<file path="src/verilog/brasc_pkg.sv">
// constants and types of the boot rom and strap block
package brasc_pkg;
    // ==========
    // register byte addresses
    localparam logic [7:0] ADDR_ROM_BASE = 8'h00;
    localparam logic [7:0] ADDR_MISC = 8'h04;
    localparam logic [7:0] ADDR_STRAP = 8'h08;
    localparam logic [7:0] ADDR_SUBSYS = 8'h0C;
    localparam logic [7:0] ADDR_STATUS = 8'h10;
    // ==========
    // field positions
    localparam int ROM_EN_BIT = 0;
    localparam int ROM_WR_EN_BIT = 4;
    localparam int BASE_LSB_32K = 15;
    localparam int BASE_LSB_64K = 16;
    localparam int STRAP_PLL_BYPASS = 11;
    localparam int STRAP_SDRAM = 10;
    localparam int STRAP_SHORT_PON = 9;
    localparam int STRAP_IDSEL_REMAP = 8;
    localparam int STRAP_IRQ_DIS = 7;
    localparam int STRAP_DENSITY = 6;
    localparam int STRAP_EIGHT_PARTS = 5;
    localparam int STRAP_MULTIMEDIA = 4;
    localparam int STRAP_AGP_EN = 3;
    localparam int STRAP_66MHZ = 2;
    localparam int STRAP_ROM_64K = 1;
    localparam int STRAP_FAST_DEVSEL = 0;
    localparam int STATUS_LOADED = 0;
    localparam int STATUS_ACTIVE = 1;
    // ==========
    // reset values and sizes
    localparam logic [31:0] ROM_BASE_RST = 32'h0000_0000;
    localparam logic [31:0] MISC_RST = 32'h0000_0000;
    localparam logic [11:0] STRAP_RST = 12'h000;
    localparam logic [15:0] ID_OFS_32K = 16'h7FF8;
    localparam logic [15:0] ID_OFS_64K = 16'hFFF8;
    localparam logic [31:0] BASE_MASK_32K = 32'hFFFF_8001;
    localparam logic [1:0] RESP_OKAY = 2'h0;
    localparam logic [1:0] RESP_SLVERR = 2'h2;
    // ==========
    // timing
    localparam int CLK_PERIOD_NS = 10;
    localparam int ROM_ACCESS_NS = 120;
    localparam int ROM_ACC_CYC = (ROM_ACCESS_NS + CLK_PERIOD_NS - 1) / CLK_PERIOD_NS;
    // ==========
    // sequencer states
    typedef enum logic [4:0] {
        ST_CAPT = 5'b0_0001,
        ST_PICK = 5'b0_0010,
        ST_CYC = 5'b0_0100,
        ST_IDLE = 5'b0_1000,
        ST_ACK = 5'b1_0000
    } brasc_state_t;
endpackage

</file>
<file path="src/verilog/brasc_top.sv">
// boot rom window, id load, strap capture and registers
// Contract
// rom is 32K or 64K, size set by strap
// ids loaded after reset from four bytes before the last four
// last four bytes are checksum, never ids
// reads decoded only with base bit 0 set and upper bits matching
// any byte enables; bytes fetched one at a time
// video port and tv show rom bus during access
// software blanks video port and tv first
// writes only with base bit 0 and misc bit 4
// flash: mode writes, data writes, polling reads
// twelve straps caught at power-up, bit 11 highest
// bit 11 bypasses clock synthesizer
// bit 10: sdram, else sgram
// bit 9: short memory power-on
// bit 8: ad line 16 as idsel
// bit 7: interrupt register off
// bit 6: 16Mb parts, else 8Mb
// bit 5: eight parts, else four
// bit 4: multimedia class, else vga
// bit 3: agp on
// bit 2: 66Mhz, else 33Mhz
// bit 1: 64K window, else 32K
// bit 0: fast devsel, else medium
// strap word constant until next reset
//
// The AXI4-Lite register port and the register offsets were chosen for this implementation.
`timescale 1ns/1ns
module brasc_top #(
    parameter int ACC_CYC = brasc_pkg::ROM_ACC_CYC
) (
    input wire logic CLK,
    input wire logic RESETN,
    input wire logic [7:0] S_AXI_AWADDR,
    input wire logic S_AXI_AWVALID,
    output logic S_AXI_AWREADY,
    input wire logic [31:0] S_AXI_WDATA,
    input wire logic [3:0] S_AXI_WSTRB,
    input wire logic S_AXI_WVALID,
    output logic S_AXI_WREADY,
    output logic [1:0] S_AXI_BRESP,
    output logic S_AXI_BVALID,
    input wire logic S_AXI_BREADY,
    input wire logic [7:0] S_AXI_ARADDR,
    input wire logic S_AXI_ARVALID,
    output logic S_AXI_ARREADY,
    output logic [31:0] S_AXI_RDATA,
    output logic [1:0] S_AXI_RRESP,
    output logic S_AXI_RVALID,
    input wire logic S_AXI_RREADY,
    input wire logic HOST_REQ,
    input wire logic HOST_WR,
    input wire logic [31:0] HOST_ADDR,
    input wire logic [3:0] HOST_BE,
    input wire logic [31:0] HOST_WDATA,
    output logic HOST_HIT,
    output logic HOST_ACK,
    output logic [31:0] HOST_RDATA,
    output logic [15:0] ROM_ADDR,
    input wire logic [7:0] ROM_DATA_I,
    output logic [7:0] ROM_DATA_O,
    output logic ROM_DATA_OE,
    output logic ROM_CE_N,
    output logic ROM_OE_N,
    output logic ROM_WE_N,
    input wire logic [7:0] VIDEO_PIXEL_I,
    output logic [7:0] VIDEO_PORT_O,
    output logic [7:0] TV_OUT_O,
    input wire logic [11:0] STRAP_PINS_I,
    output logic [31:0] SUBSYS_ID,
    output logic PLL_BYPASS,
    output logic MEM_SDRAM,
    output logic MEM_SHORT_PON,
    output logic IDSEL_REMAP,
    output logic IRQ_REG_DISABLE,
    output logic MEM_16MB_PARTS,
    output logic MEM_EIGHT_PARTS,
    output logic CLASS_MULTIMEDIA,
    output logic AGP_ENABLE,
    output logic BUS_66MHZ,
    output logic ROM_64K,
    output logic FAST_DEVSEL
);
    // ==========
    // state
    brasc_pkg::brasc_state_t state_ff, nxt_state;
    logic [31:0] rom_window_base_ff, misc_setup_one_ff, subsys_ff, wdata_ff, rdata_ff;
    logic [11:0] power_on_strap_word_ff;
    logic [3:0] mask_ff;
    logic [1:0] idx_ff, pick_idx;
    logic [15:0] base_addr_ff, byte_addr;
    logic [7:0] cnt_ff;
    logic loaded_ff, boot_job_ff, wr_job_ff, ack_ff, rom_64k, win_match, wr_allowed;
    // ==========
    // window decode
    assign rom_64k = power_on_strap_word_ff[brasc_pkg::STRAP_ROM_64K]; // see
    assign win_match = rom_64k
        ? HOST_ADDR[31:brasc_pkg::BASE_LSB_64K] == rom_window_base_ff[31:brasc_pkg::BASE_LSB_64K]
        : HOST_ADDR[31:brasc_pkg::BASE_LSB_32K] == rom_window_base_ff[31:brasc_pkg::BASE_LSB_32K];
    // writes need both enables
    assign wr_allowed = rom_window_base_ff[brasc_pkg::ROM_EN_BIT]
        & misc_setup_one_ff[brasc_pkg::ROM_WR_EN_BIT];
    assign HOST_HIT = rom_window_base_ff[brasc_pkg::ROM_EN_BIT] & win_match
        & (~HOST_WR | wr_allowed); // see

    // lowest enabled byte goes first
    always_comb begin
        pick_idx = 2'd0;
        for (int i = 3; i >= 0; i--) begin
            if (mask_ff[i]) begin
                pick_idx = i[1:0];
            end
        end
    end
    assign byte_addr = {base_addr_ff[15:2], idx_ff};
    // ==========
    // sequencer
    always_comb begin
        nxt_state = state_ff;
        case (state_ff)
            brasc_pkg::ST_CAPT: nxt_state = brasc_pkg::ST_PICK;
            brasc_pkg::ST_PICK: begin
                if (mask_ff != 4'h0) begin
                    nxt_state = brasc_pkg::ST_CYC;
                end else if (boot_job_ff) begin
                    nxt_state = brasc_pkg::ST_IDLE;
                end else begin
                    nxt_state = brasc_pkg::ST_ACK;
                end
            end
            brasc_pkg::ST_CYC: begin
                if (cnt_ff == 8'h01) begin
                    nxt_state = brasc_pkg::ST_PICK;
                end
            end
            brasc_pkg::ST_IDLE: begin
                if (HOST_REQ & HOST_HIT) begin
                    nxt_state = brasc_pkg::ST_PICK;
                end
            end
            brasc_pkg::ST_ACK: nxt_state = brasc_pkg::ST_IDLE;
            default: nxt_state = brasc_pkg::ST_IDLE;
        endcase
    end
    always_ff @(posedge CLK) begin
        if (!RESETN) begin
            state_ff <= brasc_pkg::ST_CAPT;
        end else begin
            state_ff <= nxt_state;
        end
    end
    // straps caught once after release
    always_ff @(posedge CLK) begin
        if (!RESETN) begin
            power_on_strap_word_ff <= brasc_pkg::STRAP_RST;
        end else if (state_ff == brasc_pkg::ST_CAPT) begin
            power_on_strap_word_ff <= STRAP_PINS_I; // see
        end
    end
    // job setup
    always_ff @(posedge CLK) begin
        if (!RESETN) begin
            boot_job_ff <= 1'b1;
            wr_job_ff <= 1'b0;
            mask_ff <= 4'h0;
            base_addr_ff <= 16'h0000;
            wdata_ff <= 32'h0000_0000;
        end else begin
            case (state_ff)
                brasc_pkg::ST_CAPT: begin
                    // id word sits just below the checksum word
                    mask_ff <= 4'hF; // see
                    base_addr_ff <= STRAP_PINS_I[brasc_pkg::STRAP_ROM_64K]
                        ? brasc_pkg::ID_OFS_64K : brasc_pkg::ID_OFS_32K;
                end
                brasc_pkg::ST_IDLE: begin
                    boot_job_ff <= 1'b0;
                    if (HOST_REQ & HOST_HIT) begin
                        wr_job_ff <= HOST_WR;
                        mask_ff <= HOST_BE;
                        base_addr_ff <= {rom_64k & HOST_ADDR[15], HOST_ADDR[14:0]};
                        wdata_ff <= HOST_WDATA;
                    end
                end
                brasc_pkg::ST_CYC: begin
                    if (cnt_ff == 8'h01) begin
                        mask_ff[idx_ff] <= 1'b0;
                    end
                end
                default: ;
            endcase
        end
    end
    // one byte per rom cycle, so more enables take longer
    always_ff @(posedge CLK) begin
        if (!RESETN) begin
            idx_ff <= 2'd0;
            cnt_ff <= 8'h00;
        end else if (state_ff == brasc_pkg::ST_PICK) begin
            idx_ff <= pick_idx;
            cnt_ff <= 8'(ACC_CYC);
        end else if (state_ff == brasc_pkg::ST_CYC) begin
            cnt_ff <= cnt_ff - 8'h01;
        end
    end
    // byte capture
    always_ff @(posedge CLK) begin
        if (!RESETN) begin
            rdata_ff <= 32'h0000_0000;
            subsys_ff <= 32'h0000_0000;
            loaded_ff <= 1'b0;
        end else begin
            if (state_ff == brasc_pkg::ST_IDLE && HOST_REQ && HOST_HIT && !HOST_WR) begin
                rdata_ff <= 32'h0000_0000;
            end
            if (state_ff == brasc_pkg::ST_CYC && cnt_ff == 8'h01 && !wr_job_ff) begin
                if (boot_job_ff) begin
                    subsys_ff[idx_ff*8 +: 8] <= ROM_DATA_I;
                end else begin
                    rdata_ff[idx_ff*8 +: 8] <= ROM_DATA_I;
                end
            end
            if (state_ff == brasc_pkg::ST_PICK && boot_job_ff && mask_ff == 4'h0) begin
                loaded_ff <= 1'b1;
            end
        end
    end
    assign HOST_ACK = ack_ff;
    always_ff @(posedge CLK) begin
        if (!RESETN) begin
            ack_ff <= 1'b0;
        end else begin
            ack_ff <= (state_ff == brasc_pkg::ST_PICK) && !boot_job_ff && mask_ff == 4'h0;
        end
    end
    assign HOST_RDATA = rdata_ff;
    assign SUBSYS_ID = subsys_ff;
    // ==========
    // rom pins and shared video/tv outputs
    always_ff @(posedge CLK) begin
        if (!RESETN) begin
            ROM_ADDR <= 16'h0000;
            ROM_DATA_O <= 8'h00;
            ROM_DATA_OE <= 1'b0;
            ROM_CE_N <= 1'b1;
            ROM_OE_N <= 1'b1;
            ROM_WE_N <= 1'b1;
        end else begin
            ROM_ADDR <= byte_addr;
            ROM_DATA_O <= wdata_ff[idx_ff*8 +: 8];
            ROM_CE_N <= nxt_state != brasc_pkg::ST_CYC;
            ROM_OE_N <= !(nxt_state == brasc_pkg::ST_CYC && !wr_job_ff);
            // strobe ends early so data holds past it
            ROM_WE_N <= !(state_ff == brasc_pkg::ST_CYC && wr_job_ff && cnt_ff > 8'h02);
            ROM_DATA_OE <= nxt_state == brasc_pkg::ST_CYC && wr_job_ff;
        end
    end
    // shared pins carry rom traffic during a cycle
    always_ff @(posedge CLK) begin
        if (!RESETN) begin
            VIDEO_PORT_O <= 8'h00;
            TV_OUT_O <= 8'h00;
        end else if (state_ff == brasc_pkg::ST_CYC) begin
            VIDEO_PORT_O <= wr_job_ff ? ROM_DATA_O : ROM_DATA_I;
            TV_OUT_O <= wr_job_ff ? ROM_DATA_O : ROM_DATA_I;
        end else begin
            VIDEO_PORT_O <= VIDEO_PIXEL_I;
            TV_OUT_O <= VIDEO_PIXEL_I;
        end
    end
    // ==========
    // strap decode
    assign PLL_BYPASS = power_on_strap_word_ff[brasc_pkg::STRAP_PLL_BYPASS];
    assign MEM_SDRAM = power_on_strap_word_ff[brasc_pkg::STRAP_SDRAM];
    assign MEM_SHORT_PON = power_on_strap_word_ff[brasc_pkg::STRAP_SHORT_PON];
    assign IDSEL_REMAP = power_on_strap_word_ff[brasc_pkg::STRAP_IDSEL_REMAP];
    assign IRQ_REG_DISABLE = power_on_strap_word_ff[brasc_pkg::STRAP_IRQ_DIS];
    assign MEM_16MB_PARTS = power_on_strap_word_ff[brasc_pkg::STRAP_DENSITY];
    assign MEM_EIGHT_PARTS = power_on_strap_word_ff[brasc_pkg::STRAP_EIGHT_PARTS];
    assign CLASS_MULTIMEDIA = power_on_strap_word_ff[brasc_pkg::STRAP_MULTIMEDIA];
    assign AGP_ENABLE = power_on_strap_word_ff[brasc_pkg::STRAP_AGP_EN];
    assign BUS_66MHZ = power_on_strap_word_ff[brasc_pkg::STRAP_66MHZ];
    assign ROM_64K = rom_64k;
    assign FAST_DEVSEL = power_on_strap_word_ff[brasc_pkg::STRAP_FAST_DEVSEL];
    // ==========
    // axi4-lite write channel
    logic aw_take;
    assign aw_take = S_AXI_AWVALID & S_AXI_WVALID & ~S_AXI_BVALID;
    assign S_AXI_AWREADY = aw_take;
    assign S_AXI_WREADY = aw_take;
    function automatic logic [31:0] merge(input logic [31:0] old, input logic [31:0] nw, input logic [3:0] strb);
        logic [31:0] res;
        res = old;
        for (int b = 0; b < 4; b++) begin
            if (strb[b]) begin
                res[b*8 +: 8] = nw[b*8 +: 8];
            end
        end
        return res;
    endfunction
    always_ff @(posedge CLK) begin
        if (!RESETN) begin
            rom_window_base_ff <= brasc_pkg::ROM_BASE_RST;
            misc_setup_one_ff <= brasc_pkg::MISC_RST;
        end else if (aw_take) begin
            if (S_AXI_AWADDR == brasc_pkg::ADDR_ROM_BASE) begin
                rom_window_base_ff <= merge(rom_window_base_ff, S_AXI_WDATA, S_AXI_WSTRB)
                    & brasc_pkg::BASE_MASK_32K;
            end
            if (S_AXI_AWADDR == brasc_pkg::ADDR_MISC) begin
                misc_setup_one_ff <= merge(misc_setup_one_ff, S_AXI_WDATA, S_AXI_WSTRB);
            end
        end
    end
    always_ff @(posedge CLK) begin
        if (!RESETN) begin
            S_AXI_BVALID <= 1'b0;
            S_AXI_BRESP <= brasc_pkg::RESP_OKAY;
        end else if (aw_take) begin
            S_AXI_BVALID <= 1'b1;
            S_AXI_BRESP <= (S_AXI_AWADDR == brasc_pkg::ADDR_ROM_BASE
                || S_AXI_AWADDR == brasc_pkg::ADDR_MISC) ? brasc_pkg::RESP_OKAY
                : brasc_pkg::RESP_SLVERR;
        end else if (S_AXI_BREADY) begin
            S_AXI_BVALID <= 1'b0;
        end
    end
    // ==========
    // axi4-lite read channel
    logic ar_take, rd_ok;
    logic [31:0] rd_mux;
    assign ar_take = S_AXI_ARVALID & ~S_AXI_RVALID;
    assign S_AXI_ARREADY = ar_take;

    always_comb begin
        rd_mux = 32'h0000_0000;
        rd_ok = 1'b1;
        case (S_AXI_ARADDR)
            brasc_pkg::ADDR_ROM_BASE: rd_mux = rom_window_base_ff;
            brasc_pkg::ADDR_MISC: rd_mux = misc_setup_one_ff;
            brasc_pkg::ADDR_STRAP: rd_mux = {20'h0_0000, power_on_strap_word_ff};
            brasc_pkg::ADDR_SUBSYS: rd_mux = subsys_ff;
            brasc_pkg::ADDR_STATUS: begin
                rd_mux[brasc_pkg::STATUS_LOADED] = loaded_ff;
                rd_mux[brasc_pkg::STATUS_ACTIVE] = state_ff == brasc_pkg::ST_CYC;
            end
            default: rd_ok = 1'b0;
        endcase
    end

    always_ff @(posedge CLK) begin
        if (!RESETN) begin
            S_AXI_RVALID <= 1'b0;
            S_AXI_RDATA <= 32'h0000_0000;
            S_AXI_RRESP <= brasc_pkg::RESP_OKAY;
        end else if (ar_take) begin
            S_AXI_RVALID <= 1'b1;
            S_AXI_RDATA <= rd_mux;
            S_AXI_RRESP <= rd_ok ? brasc_pkg::RESP_OKAY : brasc_pkg::RESP_SLVERR;
        end else if (S_AXI_RREADY) begin
            S_AXI_RVALID <= 1'b0;
        end
    end
endmodule
</file>
<file path="config.mk">
export PLATFORM = sky130hd
export DESIGN_NAME = brasc_top
export DESIGN_NICKNAME = d
export VERILOG_FILES = /design/src/verilog/brasc_pkg.sv /design/src/verilog/brasc_top.sv
export SDC_FILE = /design/constraint.sdc
export NUM_CORES = 1
export LEC_CHECK = 0
export BUFFER_PORTS_ARGS = -buffer_cell sky130_fd_sc_hd__buf_4
export CORE_UTILIZATION = 48
export CTS_BUF_LIST = sky130_fd_sc_hd__clkbuf_8
export DETAILED_ROUTE_END_ITERATION = 16
export PLACE_DENSITY = 0.83
export SKIP_CTS_REPAIR_TIMING = 1
export SLEW_MARGIN = 30
export SYNTH_ARGS = -nofsm -noshare
export SYNTH_HDL_FRONTEND = slang
export SYNTH_SLANG_ARGS = --single-unit
</file>
<file path="constraint.sdc">
create_clock -name CLK -period 3.1 [get_ports CLK]
set_clock_uncertainty 0.1 [all_clocks]
set_input_delay 0.155 -clock CLK [delete_from_list [all_inputs] [get_ports CLK]]
set_output_delay 0.155 -clock CLK [all_outputs]
set_load 0.005 [all_outputs]
</file>
==> results of run 1 <==
## routing by layer
metal	track usage, %	routed length [µm]
met4	13.4	1590
met1	34.5	13800
met5	0	0
met2	45.7	17800
met3	6.09	3050
## area by class of cell
| type | instances | area [µm²] | share of cell area [%] |
|---|---|---|---|
| clock inverter | 18 | 80.1 | 0.525 |
| sequential | 267 | 5350 | 35.0 |
| multi-input combinational | 817 | 4840 | 31.7 |
| inverter | 14 | 55.1 | 0.361 |
| timing repair buffer | 462 | 3770 | 24.7 |
| clock buffer | 59 | 812 | 5.32 |
| antenna | 1 | 2.50 | 0.0164 |
| tap | 275 | 344 | 2.26 |
## through the flow
| step | util [%] | setup WS, ns |
|---|---|---|
| 6_report | 71.4 | 0.348 |
| 5_1_grt | 71.4 | 0.222 |
| 4_1_cts | 65.7 | 0.414 |
| 3_5_place_dp | 61.5 | 0.423 |
| 3_3_place_gp | 61.5 | 0.483 |
| 2_1_floorplan | - | 0.471 |
## report_power, final
part / switching (mW) / leakage (nW) / internal (mW)
Clock: 1.40 / 0.505 / 1.69
Combinational: 0.325 / 3.71 / 0.388
Sequential: 0.0531 / 2.17 / 3.51
Total: 1.78 / 6.38 / 5.59
## sequential cells by signal, indices dropped and copies added, names as in the netlist, 4 cells and up
signal and cells:
mask_ff 4, power_on_strap_word_ff 12, SUBSYS_ID 32, state_ff 5, HOST_RDATA 32, TV_OUT_O 8, ROM_ADDR 16, misc_setup_one_ff 32
S_AXI_RDATA 32, base_addr_ff 14, ROM_DATA_O 8, wdata_ff 32, cnt_ff 8, rom_window_base_ff 18
## final timing paths
| check | start | end | slack (ns) | cells past startpoint |
|---|---|---|---|---|
| worst max-delay path | rom_window_base_ff[18]$_SDFFE_PN0P_ | base_addr_ff[14]$_SDFFE_PN0P_ | 0.35 | 7 |
| worst min-delay path | S_AXI_ARADDR[4] | S_AXI_RDATA[1]$_SDFFE_PN0P_ | -0.007 | 4 |
| worst max register to register | rom_window_base_ff[18]$_SDFFE_PN0P_ | base_addr_ff[14]$_SDFFE_PN0P_ | 0.35 | 7 |
| worst min register to register | wdata_ff[13]$_SDFFE_PN0P_ | wdata_ff[13]$_SDFFE_PN0P_ | 0.35 | 2 |
## cells in the mapped netlist (12+ instances only)
cell	number
sky130_fd_sc_hd__clkbuf_1	64
sky130_fd_sc_hd__mux2i_1	58
sky130_fd_sc_hd__inv_1	13
sky130_fd_sc_hd__nand3_1	42
sky130_fd_sc_hd__o21ai_0	74
sky130_fd_sc_hd__dfxtp_1	267
sky130_fd_sc_hd__nor3_1	30
sky130_fd_sc_hd__a21oi_1	84
sky130_fd_sc_hd__nand2b_1	13
sky130_fd_sc_hd__a22o_1	16
sky130_fd_sc_hd__buf_4	12
sky130_fd_sc_hd__a221oi_1	18
sky130_fd_sc_hd__xnor2_1	18
sky130_fd_sc_hd__nand2_1	174
sky130_fd_sc_hd__nand4_1	30
sky130_fd_sc_hd__nor2_1	106
sky130_fd_sc_hd__o21ai_1	16
sky130_fd_sc_hd__and2_1	26
## worst register-to-register path, delay by kind of cell, from the launching register on
family        cells  cell delay, ns
xor+xnor          1            0.31
buf+inv           1            0.29
flops             1            0.33
simple gates      5            1.56
## cell families (layout without fill, tap and decap cells)
kind of cell | Yosys count | in the layout
simple gates | 477 | 477
flops | 267 | 267
compound gates | 242 | 242
buf+inv | 103 | 553
mux | 66 | 66
xor+xnor | 21 | 21
fa+ha+maj | 9 | 9
other cells | 1 | 3
## layout by cell type, fill, tap and decap left out, types with 5 or more instances in the layout
cell type                       count
sky130_fd_sc_hd__a21oi_1           84
sky130_fd_sc_hd__mux2i_1           58
sky130_fd_sc_hd__nand2_1          174
sky130_fd_sc_hd__nor2b_1           11
sky130_fd_sc_hd__nor2_1           104
sky130_fd_sc_hd__buf_4            340
sky130_fd_sc_hd__nand3_2           11
sky130_fd_sc_hd__nor3_1            30
sky130_fd_sc_hd__a222oi_1           5
sky130_fd_sc_hd__dfxtp_1          267
sky130_fd_sc_hd__clkinv_2           7
sky130_fd_sc_hd__o21ai_1           16
sky130_fd_sc_hd__dlygate4sd3_1    122
sky130_fd_sc_hd__and3_1             6
sky130_fd_sc_hd__and2_1            26
sky130_fd_sc_hd__nand3_1           42
sky130_fd_sc_hd__nor4_1             5
sky130_fd_sc_hd__nand2b_1          13
sky130_fd_sc_hd__xnor2_1           18
sky130_fd_sc_hd__o21ai_0           74
sky130_fd_sc_hd__a22o_1            16
sky130_fd_sc_hd__ha_1               9
sky130_fd_sc_hd__clkbuf_8          59
sky130_fd_sc_hd__nand4_1           30
sky130_fd_sc_hd__a211oi_1          11
sky130_fd_sc_hd__a221oi_1          18
sky130_fd_sc_hd__inv_1             23
sky130_fd_sc_hd__o311a_1            5
sky130_fd_sc_hd__a22oi_1            5
sky130_fd_sc_hd__mux4_2             8
==> out/summary.txt, run 1 <==
========================================================================================================
Stage delay of the slowest cell on the critical path                                             0.61 ns
Yosys warnings                                                                                         0
Clk_lat worst skew                                                                               0.53 ns
Placed Cells                                                                                        1713
Full die area                                                                                  22700 µm²
Number of detailed-routing iterations run before antenna repair                                        8
Design area                                                                                    15300 µm²
Aggregate negative setup slack                                                                      0 ns
Area leader, netlist                                                                        sky130_fd_sc_hd__dfxtp_1
Slowest-stage cell, CP                                                                      sky130_fd_sc_hd__or4_1
GRT Residual Overflow                                                                                  0
Number of instances in the synthesized netlist                                                      1186
Data arrival time of the critical path                                                           3.00 ns
Peak fanout along the critical path                                                                   53
Outcome                                                                                     finished with violations
Adder and majority gate portion of the synthesized area                                            1.06%
Critical path endpoint category                                                                flip-flop
Top delay family on crit path                                                               simple AND/OR/NAND/NOR gates
TritonCTS clock tree                                                                                 yes
Final routed wire length divided by cell count                                                   18.9 µm
Synth top area share                                                                               50.4%
Leakage power figure                                                                             6.38 nW
Number of library cell types mapped by synthesis                                                      52
Chain of cells forming the critical path                                                    xnor2_1 > nand3_1 > or4_1 > or3_2 > buf_4 > nor2_1 > nor3_1
Number of antenna violations at the first check in global routing                                      1
Number of sinks driven by the clock tree                                                             267
Final period utilization                                                                           88.8%
Headroom to the max-slew limit                                                                     35.1%
Type of the worst min-delay path                                                                  in2reg
Die outline width                                                                                 151 µm
XOR/XNOR share of the synthesized area                                                             1.74%
EDFF count, synth                                                                                      0
CP Class                                                                                         reg2reg
Pin count of the biggest net entering global routing                                                  90
Final hold violation count                                                                             1
Placed cell area                                                                               13100 µm²
Maximum level of the CTS H-tree                                                                        2
Number of buffer cells added on primary ports                                                        315
Total power                                                                                      7.37 mW
Wire length of the first global-routing pass                                                    49100 µm
Minimum hold slack                                                                           -0.00733 ns
Post-CTS clock slew at the launch and capture registers of the worst setup and hold paths        0.07 ns
Final routed DRC violation total                                                                       0
Commonest register cell after synthesis                                                     sky130_fd_sc_hd__dfxtp_1
Antenna Violating Nets Remaining                                                                       0
Post-detailed-route via-to-cell ratio                                                               5.53
Setup repair after global routing missed its margin                                                false
HPWL after detailed placement                                                                   23100 µm
Failing checks                                                                              negative hold slack
Post-Syn Area                                                                                  10600 µm²
Largest family of logic cells by synthesized area                                           simple AND/OR/NAND/NOR gates
Layout area overhead                                                                               43.9%
Syn_area_per_cell                                                                               8.94 µm²
Ratio of total power to cell area                                                             483 nW/µm²
Portion of the post-synthesis area used by sequential elements                                     50.4%
Buffer cell driving the clock tree root                                                     sky130_fd_sc_hd__clkbuf_8
Vias after detailed routing                                                                        10600
Number of buffers on the longest clock path                                                            3
Setup Viol. Count Final                                                                                0
Row count                                                                                             53
Worst Max-Slew Pin Slew                                                                         0.973 ns
Kind of start point of the critical path                                                       flip-flop
Max IR drop VDD                                                                                 0.321 mV
Synthesis-stage register bit count                                                                   267
Maxcap violations                                                                                      0
Required time at the endpoint of the critical path                                               3.35 ns
Final count of pins violating max slew                                                                 0
Number of nets in the layout                                                                        1772
Worst path buffer plus inverter count                                                                  1
Post-synth ARST share                                                                                 0%
Final WL                                                                                        36200 µm
Die Y                                                                                             151 µm
Via count of the first global-routing pass                                                          9273
Top-level I/O count                                                                                  320
Final weighted congestion in routability-driven placement                                          0.887
Proportion of layout cells with a drive suffix above 1                                             26.9%
Number of buffers created by CTS                                                                      44
Filler-free cell count of the finished design                                                       1913
Fraction of the mapped netlist area in compound gates                                              13.7%
Post-synthesis share of cell area spent on and, or, nand and nor gates                             21.7%
Mux contribution to synthesized area                                                               7.18%
Overall global routing resource usage                                                              27.8%
Final-layout fill cell count                                                                        1514
DR iter-0 viols                                                                                      739
Initial core utilization                                                                           49.6%
Standard cell core area                                                                        21400 µm²
Final min period                                                                                 2.75 ns
Dominant cells by area after synthesis                                                      sky130_fd_sc_hd__dfxtp_1, sky130_fd_sc_hd__nand2_1, sky130_fd_sc_hd__mux2i_1
Highest achievable clock rate                                                                    363 MHz
========================================================================================================
(Power assumes the default switching activity.)
==> inputs of run 2 (changes only) <==
--- a/constraint.sdc
+++ b/constraint.sdc
@@ -4,2 +4,2 @@
 set_output_delay 0.155 -clock CLK [all_outputs]
-set_load 0.005 [all_outputs]
+set_load 0.05 [all_outputs]
==> run 2 against run 1 <==
Compared with the run above: the flow still finishes with violations (negative hold slack); die area unchanged; via count increased by 1.9%; count of clock-buffer cells in the layout unchanged; hold slack improved by 0.0022 ns; clock power increased by 4%; fmax increased by 0.12%; critical path type unchanged; largest cell class unchanged; largest power group unchanged.
==> out/summary.txt, run 2 (synthesis gave the netlist of run 1 again) <==
========================================================================================================
Outcome                                                                                     finished with violations
Failing checks                                                                              negative hold slack
Wire length of the first global-routing pass                                                    49800 µm
Final period utilization                                                                           88.7%
Clock network fraction of total power                                                              41.8%
Number of sinks driven by the clock tree                                                             267
Standard cell core area                                                                        21400 µm²
Post-CTS clock slew at the launch and capture registers of the worst setup and hold paths        0.07 ns
Capture instance of the worst register-to-register path                                     base_addr_ff[9]$_SDFFE_PN0P_
Portion of total power attributed to combinational logic                                           11.9%
DR iter-0 viols                                                                                      733
Row count                                                                                             53
Switching power as a share of total power                                                          26.1%
Final count of pins violating max slew                                                                 0
End of the worst hold path                                                                  S_AXI_RDATA[1]$_SDFFE_PN0P_
Kind of start point of the critical path                                                       flip-flop
Number of antenna violations at the first check in global routing                                      1
Highest achievable clock rate                                                                    364 MHz
Ratio of total power to cell area                                                             503 nW/µm²
Die Y                                                                                             151 µm
Leakage power figure                                                                             6.40 nW
Peak fanout along the critical path                                                                   53
Overall global routing resource usage                                                              28.2%
Headroom to the max-slew limit                                                                     35.3%
Max IR drop VDD                                                                                 0.334 mV
Final hold violation count                                                                             1
Antenna Violating Nets Remaining                                                                       0
Number of buffer cells added on primary ports                                                        315
Setup repair after global routing missed its margin                                                false
Int Power                                                                                        5.68 mW
Final Util                                                                                         71.5%
Number of nets in the layout                                                                        1770
Data arrival time of the critical path                                                           3.04 ns
Pin count of the biggest net entering global routing                                                  90
Most common cell after layout, fill and taps aside                                          sky130_fd_sc_hd__buf_4
R2R Path Start                                                                              rom_window_base_ff[18]$_SDFFE_PN0P_
Buffer cell driving the clock tree root                                                     sky130_fd_sc_hd__clkbuf_8
Chain of cells forming the critical path                                                    xnor2_1 > nand3_1 > or4_1 > or3_2 > buf_4 > nor2_1 > nor3_1
Worst reg2reg setup slack                                                                        0.35 ns
Full die area                                                                                  22700 µm²
Final-layout fill cell count                                                                        1480
Worst Max-Slew Pin Slew                                                                         0.971 ns
Most used cells in the layout excluding fill and tap cells                                  sky130_fd_sc_hd__buf_4, sky130_fd_sc_hd__dfxtp_1, sky130_fd_sc_hd__nand2_1, sky130_fd_sc_hd__dlygate4sd3_1, sky130_fd_sc_hd__nor2_1
Proportion of layout cells with a drive suffix above 1                                             26.7%
Sequential share of power                                                                          46.4%
Clk_lat worst skew                                                                               0.55 ns
Top-level I/O count                                                                                  320
Top delay family on crit path                                                               simple AND/OR/NAND/NOR gates
Final min period                                                                                 2.75 ns
Final weighted congestion in routability-driven placement                                          0.899
Number of detailed-routing iterations run before antenna repair                                        8
Critical path endpoint category                                                                flip-flop
Placed cell area                                                                               13100 µm²
Final routed DRC violation total                                                                       0
Aggregate negative setup slack                                                                      0 ns
Die outline width                                                                                 151 µm
Place WS                                                                                        0.433 ns
Stage delay of the slowest cell on the critical path                                             0.60 ns
Net switching power of the design                                                                2.00 mW
Number of buffers created by CTS                                                                      44
Vias after detailed routing                                                                        10800
CP Class                                                                                         reg2reg
Final routed wire length divided by cell count                                                   18.9 µm
Final WL                                                                                        36200 µm
Type of the worst min-delay path                                                                  in2reg
Required time at the endpoint of the critical path                                               3.39 ns
Total power                                                                                      7.68 mW
Setup Viol. Count Final                                                                                0
TritonCTS clock tree                                                                                 yes
Maxcap violations                                                                                      0
Post-detailed-route via-to-cell ratio                                                               5.64
Worst path buffer plus inverter count                                                                  1
Initial core utilization                                                                           49.6%
Layout area overhead                                                                               44.1%
Reg2reg path depth                                                                                     7
GRT Residual Overflow                                                                                  0
Minimum hold slack                                                                           -0.00510 ns
Slowest-stage cell, CP                                                                      sky130_fd_sc_hd__or4_1
Final Worst Setup Slack                                                                         0.351 ns
Worst hold path depth                                                                                  4
Maximum level of the CTS H-tree                                                                        2
Design area                                                                                    15300 µm²
Hold path startpoint                                                                        S_AXI_ARADDR[3]
Via count of the first global-routing pass                                                          9524
HPWL after detailed placement                                                                   23400 µm
Number of buffers on the longest clock path                                                            3
========================================================================================================
run 2: cell types whose count changed in the layout (fill, tap and decap cells not counted), sizes merged:
cell / before / now
clkinvlp: 1 / 2
bufinv: 0 / 1
inv: 24 / 29
clkinv: 7 / 3
dlygate4sd3: 122 / 120
run 2: power by group through the flow:
| stage | clock network, mW | logic [mW] | registers (mW) |
|---|---|---|---|
| finish | 3.21 | 0.911 | 3.56 |
| global route | 3.39 | 0.956 | 3.57 |
| CTS | 3.22 | 0.770 | 3.56 |
| detailed placement | 0 | 0.766 | 3.63 |
| global placement | 0 | 0.754 | 3.63 |
| floorplan | 0 | 0.277 | 3.78 |
run 2: per-stage QoR:
step / instances / hold slack, ns
CTS: 1793 / -0.287
global placement: 1713 / 0.285
detailed placement: 1713 / 0.296
finish: 1914 / -0.00510
floorplan: 1187 / 0.181
global route: 1914 / 0.00666
run 2: tightest hold or removal path: stages:
cell and delay [ns]:
sky130_fd_sc_hd__buf_4 0.12, sky130_fd_sc_hd__nor2_1 0.07, sky130_fd_sc_hd__a22oi_1 0.16, sky130_fd_sc_hd__a21oi_1 0.09
run 2: layout make-up:
cell class	count	area [µm²]	share of cell area, %
clock inverters	21	116	0.762
clock buffers	59	812	5.32
multi-input cells	817	4840	31.7
well taps	275	344	2.25
inverters	14	55.1	0.361
repair buffers	460	3750	24.6
flip-flops and latches	267	5350	35.0
diodes	1	2.50	0.0164
run 2: per-layer routing:
metal / global-route usage, % / up-vias / share of wire, %
met5: 0 / - / 0
met4: 13.4 / 0 / 4.1
met3: 6.70 / 114 / 8.4
met2: 47.6 / 609 / 49
met1: 33.6 / 5075 / 39
li1: - / 4996 / -
run 2: how the worst max path moves through the flow:
stage	depth (start not counted)	endpoint	from	slack [ns]
4_1_cts	8	HOST_RDATA[25]$_SDFF_PN0_	cnt_ff[1]$_SDFFE_PP0P_	0.41
3_5_place_dp	8	HOST_RDATA[29]$_SDFF_PN0_	cnt_ff[1]$_SDFFE_PP0P_	0.43
2_1_floorplan	4	HOST_HIT	power_on_strap_word_ff[1]$_SDFFE_PN0P_	0.31
5_1_grt	8	HOST_RDATA[24]$_SDFF_PN0_	cnt_ff[1]$_SDFFE_PP0P_	0.15
3_3_place_gp	6	mask_ff[1]$_SDFFE_PN0P_	rom_window_base_ff[18]$_SDFFE_PN0P_	0.48
6_report	7	base_addr_ff[9]$_SDFFE_PN0P_	rom_window_base_ff[18]$_SDFFE_PN0P_	0.35
